[src/verilog/ifp_consts.svh]
// Overview of operation
// - Flag register two holds the listed source bits
// - Flags set by source, software read/write, reset zero
// - Unimplemented bits ignore writes, read zero
// - Priority field value is level; zero disables
// - Priority fields reset to binary 100
// - First priority register holds timer4/compare/DMA2 fields
// - Second priority register holds CAN/serial2 fields
// - Manual trigger bit forces exactly one transfer
// - Trigger clear: selected request starts each transfer
// - Manual bit cleared only by hardware on completion
// - Seven-bit field selects one of 128 requests
// - Request select register resets to zero
`ifndef IFP_CONSTS_SVH
`define IFP_CONSTS_SVH

// ----------------------------------------
// Register offsets
// ----------------------------------------
`define IFP_AW            4
`define IFP_A_FLAG        4'h0
`define IFP_A_PRIO1       4'h1
`define IFP_A_PRIO2       4'h2
`define IFP_A_DREQ        4'h3
`define IFP_A_IST         4'h4
`define IFP_A_IMSK        4'h5

// ----------------------------------------
// Field layouts and reset values
// ----------------------------------------
`define IFP_FLAG_MASK     16'hDFFF
`define IFP_FLAG_RST      16'h0000
`define IFP_PRIO_MASK     16'h7777
`define IFP_PRIO_RST      16'h4444
`define IFP_DREQ_MASK     16'h807F
`define IFP_DREQ_RST      16'h0000
`define IFP_FORCE_BIT     15
`define IFP_SEL_W         7
`define IFP_FLD_STRIDE    4
`define IFP_NSRC          8
`define IFP_SRC_W         3
`define IFP_EV_W          2
`define IFP_EV_FDONE      0
`define IFP_EV_FLAG       1
`define IFP_EV_MASK       16'h0003

`endif

[src/verilog/ifp_pkg.sv]
package ifp_pkg;

  typedef logic [2:0] ifp_prio_t;

  typedef enum logic [1:0] {
    IFP_IDLE  = 2'b00,
    IFP_ISSUE = 2'b01,
    IFP_WAIT  = 2'b10
  } ifp_fstate_t;

endpackage : ifp_pkg

[src/verilog/ifp_dma_req_sel.sv]
`timescale 1ns/1ps
`include "ifp_consts.svh"

module ifp_dma_req_sel
  import ifp_pkg::*;
#(
  parameter int NREQ = 128
)
(
  input  wire logic                  clk,
  input  wire logic                  rstn,
  input  wire logic                  wr_en,
  input  wire logic [15:0]           wdata,
  input  wire logic [NREQ-1:0]       request_number,
  input  wire logic                  dma_done,
  output logic                       force_o,
  output logic [`IFP_SEL_W-1:0]      request_source_select,
  output logic                       channel_trigger_request,
  output logic                       force_done
);

  // ----------------------------------------
  // State
  // ----------------------------------------
  ifp_fstate_t             st_q;
  ifp_fstate_t             st_d;
  logic                    force_set;
  logic                    auto_hit;
  logic                    start_d;

  assign force_set = wr_en & wdata[`IFP_FORCE_BIT];
  // Peripheral requests are held off while a forced transfer is pending
  assign auto_hit  = (st_q == IFP_IDLE) & ~force_set & request_number[request_source_select];
  assign start_d   = (st_q == IFP_ISSUE) | auto_hit;

  always_comb
  begin
    case (st_q)
      IFP_IDLE:  st_d = force_set ? IFP_ISSUE : IFP_IDLE;
      IFP_ISSUE: st_d = IFP_WAIT;
      IFP_WAIT:  st_d = dma_done ? IFP_IDLE : IFP_WAIT;
      default:   st_d = IFP_IDLE;
    endcase
  end

  always_ff @(posedge clk or negedge rstn)
  begin
    if (!rstn)
    begin
      st_q                    <= IFP_IDLE;
      request_source_select   <= '0;
      force_o                 <= 1'b0;
      channel_trigger_request <= 1'b0;
      force_done              <= 1'b0;
    end
    else
    begin
      st_q                    <= st_d;
      // Writing zero to the manual bit has no effect
      force_o                 <= (st_d != IFP_IDLE);
      channel_trigger_request <= start_d;
      force_done              <= (st_q == IFP_WAIT) & dma_done;
      if (wr_en)
        request_source_select <= wdata[`IFP_SEL_W-1:0];
    end
  end
endmodule : ifp_dma_req_sel

[src/verilog/ifp_top.sv]
`timescale 1ns/1ps
`include "ifp_consts.svh"

module ifp_top
  import ifp_pkg::*;
#(
  parameter int NREQ = 128
)
(
  input  wire logic                  clk,
  input  wire logic                  rstn,
  input  wire logic [`IFP_AW-1:0]    addr,
  input  wire logic [15:0]           wdata,
  input  wire logic                  wr,
  input  wire logic                  rd,
  output logic      [15:0]           rdata,
  input  wire logic [15:0]           src_evt,
  input  wire logic [3:0]            ext_pend,
  input  wire logic [NREQ-1:0]       request_number,
  input  wire logic                  dma_done,
  output logic                       channel_trigger_request,
  output logic                       cpu_req,
  output logic      [2:0]            cpu_level,
  output logic      [`IFP_SRC_W-1:0] cpu_src,
  output logic                       irq
);

  // ----------------------------------------
  // Helpers
  // ----------------------------------------
  function automatic ifp_prio_t prio_of(input logic [15:0] r, input int unsigned k);
    prio_of = r[k*`IFP_FLD_STRIDE +: 3];
  endfunction : prio_of

  function automatic logic hit(input logic [`IFP_AW-1:0] a, input logic [`IFP_AW-1:0] off);
    hit = (a == off);
  endfunction : hit

  // ----------------------------------------
  // Decode
  // ----------------------------------------
  logic                    wr_flag;
  logic                    wr_prio1;
  logic                    wr_prio2;
  logic                    wr_dreq;
  logic                    wr_ist;
  logic                    wr_imsk;

  assign wr_flag  = wr & hit(addr, `IFP_A_FLAG);
  assign wr_prio1 = wr & hit(addr, `IFP_A_PRIO1);
  assign wr_prio2 = wr & hit(addr, `IFP_A_PRIO2);
  assign wr_dreq  = wr & hit(addr, `IFP_A_DREQ);
  assign wr_ist   = wr & hit(addr, `IFP_A_IST);
  assign wr_imsk  = wr & hit(addr, `IFP_A_IMSK);

  // ----------------------------------------
  // Registers
  // ----------------------------------------
  logic [15:0]             flag_q;
  logic [15:0]             flag_d;
  logic [15:0]             prio1_q;
  logic [15:0]             prio2_q;
  logic [`IFP_EV_W-1:0]    ist_q;
  logic [`IFP_EV_W-1:0]    ist_d;
  logic [`IFP_EV_W-1:0]    imsk_q;
  logic [`IFP_EV_W-1:0]    ev;
  logic [15:0]             flag_new;
  logic                    force_bit;
  logic [`IFP_SEL_W-1:0]   sel;
  logic                    force_done;

  // A source pulse in the same cycle as a software write wins
  assign flag_new = src_evt & `IFP_FLAG_MASK & ~flag_q;
  assign flag_d   = ((wr_flag ? wdata : flag_q) | src_evt) & `IFP_FLAG_MASK;

  assign ev[`IFP_EV_FDONE] = force_done;
  assign ev[`IFP_EV_FLAG]  = |flag_new;
  assign ist_d = (wr_ist ? (ist_q & ~wdata[`IFP_EV_W-1:0]) : ist_q) | ev;

  always_ff @(posedge clk or negedge rstn)
  begin
    if (!rstn)
    begin
      flag_q  <= `IFP_FLAG_RST;
      prio1_q <= `IFP_PRIO_RST;
      prio2_q <= `IFP_PRIO_RST;
      ist_q   <= '0;
      imsk_q  <= '0;
    end
    else
    begin
      flag_q <= flag_d;
      ist_q  <= ist_d;
      if (wr_prio1)
        prio1_q <= wdata & `IFP_PRIO_MASK;
      if (wr_prio2)
        prio2_q <= wdata & `IFP_PRIO_MASK;
      if (wr_imsk)
        imsk_q <= wdata[`IFP_EV_W-1:0];
    end
  end

  // ----------------------------------------
  // DMA request selector
  // ----------------------------------------
  ifp_dma_req_sel #(
    .NREQ                    (NREQ)
  ) u_dreq (
    .clk                     (clk),
    .rstn                    (rstn),
    .wr_en                   (wr_dreq),
    .wdata                   (wdata),
    .request_number          (request_number),
    .dma_done                (dma_done),
    .force_o                 (force_bit),
    .request_source_select   (sel),
    .channel_trigger_request (channel_trigger_request),
    .force_done              (force_done)
  );

  // ----------------------------------------
  // Read path
  // ----------------------------------------
  logic [15:0]             dreq_rd;
  logic [15:0]             rd_mux;

  assign dreq_rd = {force_bit, 8'h00, sel};

  always_comb
  begin
    case (addr)
      `IFP_A_FLAG:  rd_mux = flag_q;
      `IFP_A_PRIO1: rd_mux = prio1_q;
      `IFP_A_PRIO2: rd_mux = prio2_q;
      `IFP_A_DREQ:  rd_mux = dreq_rd;
      `IFP_A_IST:   rd_mux = {14'h0000, ist_q};
      `IFP_A_IMSK:  rd_mux = {14'h0000, imsk_q};
      default:      rd_mux = 16'h0000;
    endcase
  end

  // Data stand only in the cycle after the read strobe
  always_ff @(posedge clk or negedge rstn)
  begin
    if (!rstn)
      rdata <= 16'h0000;
    else
      rdata <= rd ? rd_mux : 16'h0000;
  end

  // ----------------------------------------
  // Priority resolution
  // ----------------------------------------
  // Candidates 0..3 pair second-register fields with flag bits 3..0;
  // candidates 4..7 pair first-register fields with pending bits kept
  // in another flag bank, which arrive on ext_pend.
  logic [`IFP_NSRC-1:0]    pend;
  ifp_prio_t               lvl [`IFP_NSRC];
  logic [`IFP_NSRC-1:0]    elig;
  ifp_prio_t               best_lvl;
  logic [`IFP_SRC_W-1:0]   best_src;

  // Pending bank order is reversed against candidate order on both halves
  assign pend = {ext_pend[0], ext_pend[1], ext_pend[2], ext_pend[3],
                 flag_q[0], flag_q[1], flag_q[2], flag_q[3]};

  always_comb
  begin
    for (int i = 0; i < `IFP_NSRC / 2; i++)
    begin
      lvl[i]     = prio_of(prio2_q, 3 - i);
      lvl[i + 4] = prio_of(prio1_q, 3 - i);
    end
  end

  always_comb
  begin
    for (int i = 0; i < `IFP_NSRC; i++)
      elig[i] = pend[i] & (lvl[i] != 3'h0);
  end

  // Equal levels resolve toward the lower candidate index
  always_comb
  begin
    best_lvl = 3'h0;
    best_src = '0;
    for (int i = 0; i < `IFP_NSRC; i++)
    begin
      if (elig[i] && (lvl[i] > best_lvl))
      begin
        best_lvl = lvl[i];
        best_src = i[`IFP_SRC_W-1:0];
      end
    end
  end

  always_ff @(posedge clk or negedge rstn)
  begin
    if (!rstn)
    begin
      cpu_req   <= 1'b0;
      cpu_level <= 3'h0;
      cpu_src   <= '0;
      irq       <= 1'b0;
    end
    else
    begin
      cpu_req   <= |elig;
      cpu_level <= best_lvl;
      cpu_src   <= best_src;
      irq       <= |(ist_q & imsk_q);
    end
  end
endmodule : ifp_top

[config.mk]
export PLATFORM = sky130hd
export DESIGN_NAME = ifp_top
export DESIGN_NICKNAME = d
export VERILOG_FILES = /design/src/verilog/ifp_pkg.sv /design/src/verilog/ifp_dma_req_sel.sv /design/src/verilog/ifp_top.sv
export VERILOG_INCLUDE_DIRS = /design/src /design/src/verilog
export SDC_FILE = /design/constraint.sdc
export NUM_CORES = 1
export LEC_CHECK = 0
export ABC_CLOCK_PERIOD_IN_PS = 16700
export BUFFER_PORTS_ARGS = -buffer_cell sky130_fd_sc_hd__buf_4
export CAP_MARGIN = 20
export CORE_MARGIN = 2
export CORE_UTILIZATION = 54
export DETAILED_ROUTE_END_ITERATION = 8
export GPL_TIMING_DRIVEN = 0
export PLACE_DENSITY = 0.9
export SYNTH_ARGS = -nofsm -noshare
export SYNTH_HDL_FRONTEND = slang
export SYNTH_SLANG_ARGS = --single-unit
[constraint.sdc]
create_clock -name clk -period 16.7 [get_ports clk]
set_input_delay 0.835 -clock clk [delete_from_list [all_inputs] [get_ports clk]]
set_output_delay 0.835 -clock clk [all_outputs]
set_load 0.01 [all_outputs]
== Yosys cells after proc, flatten, opt, wreduce, memory -nomap -nowiden ==
Index checks and enable logic that the tools add are counted.

* $lt $le $gt $ge: 9
* Eq/ne operators: 7
* Mux-type cells: 24
* Bitwise gates (word level): 27
* Reductions and logical operators: 22

{| class="wikitable"
|+ Operators by type and width
! operator !! number
|-
| $pmux 16 s6 || 1
|-
| $mux 3 || 14
|-
| $mux 16 || 2
|-
| $reduce_bool 3->1 || 8
|-
| $gt 3x3->1 || 7
|-
| $and 1x1->1 || 18
|-
| $and 16x16->16 || 1
|-
| $not 16->16 || 1
|-
| $or 16x16->16 || 1
|-
| $reduce_or 16->1 || 1
|-
| $eq 4x2->1 const B || 2
|-
| $eq 4x3->1 const B || 2
|-
| $logic_and 1x1->1 || 8
|-
| $lt 7x8->1 const B || 1
|-
| $reduce_or 8->1 || 1
|-
| $bmux 1 s7 || 1
|-
| $pmux 2 s3 || 1
|-
| $and 2x2->2 || 2
|-
| $eq 4x1->1 const B || 1
|-
| $logic_not 4->1 || 1
|-
| $mux 2 || 2
|-
| $gt 3x1->1 const B || 1
|-
| $mux 1 || 3
|-
| $eq 2x1->1 const B || 1
|-
| 8 further kinds || 8
|}

* Flip-flop bits (word level): 79
* Bits of input ports: 173
* Output and inout bits: 25
* Logic and storage cells: 104

== Logic depth before layout (Yosys ltp) ==
* Depth in word-level cells: 25
* Depth in mapped cells: 49

== Modules after synthesis ==
Synthesis repeated with hierarchy kept, for this count alone.

* Cells, all modules: 517
* Area, all modules: 5382.7 sq um

{| class="wikitable"
|+ By module, submodules not included
! module !! instances !! cells an instance !! area an instance (sq um) !! sequential area each (sq um)
|-
| ifp_top || 1 || 382 || 3794.9 || 1686.6
|-
| ifp_dma_req_sel || 1 || 135 || 1587.8 || 300.3
|}

== Least setup slack after synthesis ==
No wires, ideal clock.

* Path kind: flip-flop to flip-flop
* From: reg prio2_q[14]
* To: reg cpu_level[0]
* Arrival time: 9.893 ns
* Setup slack: 6.677 ns
* Stages on the path, launching flop included: 47
* Path buffers: 0
* Clock period less this slack: 10.023 ns
* Cell sequence: dfstp_2 and2_1 inv_1 ha_1 a21oi_1 a21o_2 nor2_2 mux2_2 ha_1 or3b_1 a311oi_1 o21ai_1 o211a_1 or2_4 mux2_4 ha_1 nor2_1 nand4_1 [11 not listed] ha_1 maj3_1 nor4b_2 o31ai_4 nand2_1 nand2_1 ha_1 inv_1 a21o_1 a21oi_1 a311oi_1 o31ai_1 ha_1 nor2b_1 o21a_1 o21ai_1 nor2b_1 a31oi_1

* Longest elaborated chain between the ends: 25
* Elaborated cells between the ends (all ways): 26
* Classes of those cells: order compare (8); mux (8); bitwise (1); reduce/logical (9)

{| class="wikitable"
|+ RTL lines
! element !! line !! RTL
|-
| from (decl) || ifp_top.sv:62 || <nowiki>logic [15:0] prio2_q;</nowiki>
|-
| from (signal assigned) || ifp_top.sv:86 || <nowiki>prio2_q <= `IFP_PRIO_RST;</nowiki>
|-
| from (signal assigned) || ifp_top.sv:97 || <nowiki>prio2_q <= wdata & `IFP_PRIO_MASK;</nowiki>
|-
| branches (longest 3 deep; another with $gt 3x1->1) || -- ||
|-
| $mux 3 * || ifp_top.sv:189 || <nowiki>if (elig[i] && (lvl[i] > best_lvl))</nowiki>
|-
| $gt 3x3->1 || ifp_top.sv:189 ||
|-
| $logic_and 1x1->1 || ifp_top.sv:189 ||
|-
| $mux 3 * || ifp_top.sv:189 ||
|-
| $gt 3x3->1 || ifp_top.sv:189 ||
|-
| $logic_and 1x1->1 || ifp_top.sv:189 ||
|-
| $mux 3 * || ifp_top.sv:189 ||
|-
| [8 not listed] || -- ||
|-
| $mux 3 * || ifp_top.sv:189 ||
|-
| $gt 3x3->1 || ifp_top.sv:189 ||
|-
| $logic_and 1x1->1 || ifp_top.sv:189 ||
|-
| $mux 3 * || ifp_top.sv:189 ||
|-
| $gt 3x3->1 || ifp_top.sv:189 ||
|-
| $logic_and 1x1->1 || ifp_top.sv:189 ||
|-
| $mux 3 * || ifp_top.sv:189 ||
|-
| named net best_lvl[0] || ifp_top.sv:160 || <nowiki>ifp_prio_t best_lvl;</nowiki>
|-
| to (signal assigned) || ifp_top.sv:209 || <nowiki>cpu_level <= best_lvl;</nowiki>
|-
| to (decl) || ifp_top.sv:23 || <nowiki>output logic [2:0] cpu_level,</nowiki>
|}

Mark *: on every way through the listed nets, which the timed path passes.
A chain may end at the register's enable or synchronous reset.

== Worst setup path in the final report ==
* From: reg prio2_q[14]
* To: reg cpu_src[2]

* Longest elaborated chain between the ends: 25
* Elaborated cells between the ends (all ways): 30
* Classes of those cells: order compare (8); mux (12); bitwise (1); reduce/logical (9)

{| class="wikitable"
|+ RTL lines
! element !! line !! RTL
|-
| branches (longest 3 deep; another with $gt 3x1->1) || -- ||
|-
| $mux 3 * || ifp_top.sv:189 ||
|-
| $gt 3x3->1 || ifp_top.sv:189 ||
|-
| $logic_and 1x1->1 || ifp_top.sv:189 ||
|-
| $mux 3 * || ifp_top.sv:189 ||
|-
| $gt 3x3->1 || ifp_top.sv:189 ||
|-
| $logic_and 1x1->1 || ifp_top.sv:189 ||
|-
| $mux 3 * || ifp_top.sv:189 ||
|-
| [8 not listed] || -- ||
|-
| $mux 3 || ifp_top.sv:189 ||
|-
| $gt 3x3->1 || ifp_top.sv:189 ||
|-
| $logic_and 1x1->1 || ifp_top.sv:189 ||
|-
| $mux 3 || ifp_top.sv:189 ||
|-
| $gt 3x3->1 || ifp_top.sv:189 ||
|-
| $logic_and 1x1->1 || ifp_top.sv:189 ||
|-
| $mux 3 * || ifp_top.sv:189 ||
|-
| named net best_src[2] || ifp_top.sv:161 || <nowiki>logic [`IFP_SRC_W-1:0] best_src;</nowiki>
|-
| to (signal assigned) || ifp_top.sv:210 || <nowiki>cpu_src <= best_src;</nowiki>
|-
| to (decl) || ifp_top.sv:24 || <nowiki>output logic [`IFP_SRC_W-1:0] cpu_src,</nowiki>
|}

Marked as above.

==> results_dict.tcl <==
set metrics [dict create \
    outcome "complete, no violations" \
    clock.fmax_mhz 87.5 \
    cts_inserted_buffers 9 \
    fp-row-count 35 \
    yosysWarnings 0 \
    syn_to_final_growth_pct 35.6 \
    clk_path_buf_depth 2 \
    path_buf_inv 1 \
    track_usage_pct 34.5 \
    gp_congestion 0.916 \
    synth_fa_ha_area_share_pct 3.33 \
    switchingPower_mw 0.306 \
    cp_data_arrival_time_ps 11650 \
    ctsRootBufferMaster "clkbuf_8" \
    drt_wl_total_mm 17.5 \
    avgSynthCellArea_um2 11.4 \
    fp.dieH_um 102 \
    post-route-period-util_pct 68.4 \
    vias_per_cell 6.41 \
    setup_viol 0 \
    timing.final.crit_period_ps 11430 \
    drc 0 \
    grt_pass1_wl_mm 27.1 \
    numClockSinks 79 \
    synth_nets 641 \
    layout-drive-gt1-share_pct 48.5 \
    worstPathRequired_ps 16920 \
    combinationalPowerShare_pct 50.2 \
    path_common_cell "ha_1" \
    overflow 0 \
    fin_setup_tns_ps 0 \
    dpl.hpwl_mm 14.0 \
    hold_path_class "in -> async" \
    grt_max_degree 80 \
    io_buffer_count 195 \
    synthCells 455 \
    die_w_um 102 \
    nFillCells 611 \
    critPathKind "reg -> reg" \
    clk_latency_ps 360 \
    worst_path_largest_cell_delay_ps 870 \
    leakagePower_nw 3.19 \
    coreArea_um2 9280 \
    multi_input_area_um2 3000 \
    synth_top_family_by_area "multiplexers" \
    antenna_found_initial 0 \
    seq_area_um2 1990 \
    relSlewSlack_pct 28.7 \
    ctsResizeCount 0 \
    crit_slowest_cell "a311oi_1" \
    post-cts-setup-buffer-count 0 \
    crit_fanout 8 \
    ys_types 60 \
    finalHoldViolCount 0 \
    cap_violations 0 \
    netlist_area_um2 5190 \
    peakVddDrop_v 0.0000564 \
    synth_compound_area_share_pct 15.9 \
    synth-edff-count 0 \
    p_seq_share_pct 32.5 \
    p_int_mw 0.497 \
    tritoncts "yes" \
    synth_xor_area_share_pct 0 \
    tightest_slew_ps 1060 \
    ys_seq_elements 79 \
    initialDrtViolationCount 478 \
    postRouteAntennaNets 0 \
    switching_share_pct 38.1 \
    antenna_cells 0 \
    fin_nets 849 \
    clk_pin_slew_ps 90 \
    mostFrequentLayoutCell "buf_4" \
    grt_pass1_vias 5336 \
    ys_seq_area_share_pct 38.3 \
    final_max_slew_viol_count 0 \
    ios 198 \
    start_util_pct 55.9 \
    place_ws_ps 5470 \
    startpoint_type "flip-flop" \
    hold_buffers 0 \
    worst_slack_ps 5270 \
    firstDrtPassIters 5 \
    powerDensity_nw_per_um2 114 \
    cpLargestDelayFamily "compound AO/OA/AOI/OAI gates" \
    final_cell_mix "buf_4, dfrtp_1, mux4_2" \
    fin_skew_ps 13.0 \
    crit_path_end_kind "flip-flop" \
    wl_per_cell_um 21.9 \
    synthArstFlopShare_pct 100 \
    p_clk_share_pct 17.3 \
    rsz0062_at_grt "false" \
    synth-simple-area-share_pct 11.3 \
    synth_mux_area_share_pct 27.3 \
    dieArea_um2 10400 \
    vias 5112 \
    synthFlopType "dfrtp_1" \
    ctsHtreeMaxLevel 3 \
]
-- per-stage QoR --
step	utilization (%)	hold slack, ps	instance area (µm²)	total power [mW]	std cells
final	75.8	445	7040	0.803	797
after global routing	75.8	461	7040	0.849	797
after CTS	75.6	446	7020	0.800	796
after detailed placement	73.5	415	6830	0.661	780
after global placement	73.4	411	6820	0.641	779
after floorplan	-	404	5190	0.534	455
-- sequential cells by signal (all words and copies together) (netlist names), 3 cells and up --
register / flops
cpu_src: 3
rdata: 16
u_dreq.request_source_select: 7
prio2_q: 12
prio1_q: 12
flag_q: 15
cpu_level: 3
-- power by group through the flow --
stage          clock (mW)  combinational (mW)  sequential, mW
6_report            0.139               0.403           0.261
5_1_grt             0.146               0.439           0.264
4_1_cts             0.140               0.401           0.259
3_5_place_dp            0               0.398           0.263
3_3_place_gp            0               0.382           0.260
2_1_floorplan           0               0.279           0.255
-- path summary, 6_finish.rpt --
path | cells past startpoint | from | endpoint | slack (ps)
max in group asynchronous | 2 | rstn | prio2_q[10]$_DFFE_PN1P_ | 15610
min | 1 | rstn | cpu_level[0]$_DFF_PN0_ | 440
max reg2reg | 43 | prio2_q[14]$_DFFE_PN1P_ | cpu_src[2]$_DFF_PN0_ | 5270
min reg2reg | 1 | u_dreq.force_done$_DFF_PN0_ | ist_q[0]$_DFF_PN0_ | 450
max | 43 | prio2_q[14]$_DFFE_PN1P_ | cpu_src[2]$_DFF_PN0_ | 5270
min in group clk | 1 | u_dreq.force_done$_DFF_PN0_ | ist_q[0]$_DFF_PN0_ | 450
-- Yosys cell counts (3+ instances only) --
library cell  instances  area (µm²)
nand2_1              35         131
a311o_1               5        50.1
a22oi_1              11        82.6
nand3_1              25         125
a31oi_1               4        25.0
and2_1                3        18.8
buf_2                 4        20.0
nor3_1                6        30.0
a21oi_2               3        26.3
mux4_2               42         946
and3_1                3        18.8
o21ai_0               4        20.0
a222oi_1             10         100
dfrtp_1              71        1780
inv_1                29         109
nor2b_1               3        18.8
dfstp_2               8         210
mux2_2               36         405
nand2b_1              5        31.3
o21a_1                3        22.5
o22ai_1               6        37.5
a21oi_1              22         110
clkbuf_1             18        67.6
o31ai_1              10        75.1
nand4_1               4        25.0
ha_1                 13         163
mux2_4                3        45.0
o21ai_1               7        35.0
nor2_1               17        63.8
-- layer usage --
layer | global-route usage [%] | vias to the layer above | wire (µm)
li1 | - | 2191 | -
met1 | 40.3 | 2496 | 6120
met2 | 61.4 | 337 | 9120
met3 | 6.77 | 88 | 1350
met4 | 15.6 | 0 | 888
met5 | 0 | - | 0
-- final cells by class --
class,instances,share of cell area [%]
inverters,29,1.55
clock buffers,10,1.96
multi-input cells,323,42.6
flip-flops and latches,79,28.2
well taps,129,2.29
plain buffers,24,1.35
clock inverters,6,0.747
repair buffers,197,21.2
-- logic make-up (layout without fill, tap and decap cells) --
| group | count (synthesis) | count (layout) |
|---|---|---|
| AND/OR/NAND/NOR | 116 | 116 |
| AO/OA/AOI/OAI | 110 | 110 |
| multiplexers | 83 | 83 |
| flip-flops | 79 | 79 |
| buffers and inverters | 53 | 266 |
| adder cells (fa/ha/maj) | 14 | 14 |
-- worst reg2reg max path: cells and delay by family, from the launching register on --
kind,cells,cell delay [ps]
AO/OA/AOI/OAI,16,4050
AND/OR/NAND/NOR,14,2800
adder cells (fa/ha/maj),8,2420
multiplexers,4,1370
flip-flops,1,560
buffers and inverters,1,100
(Power assumes the default switching activity.)
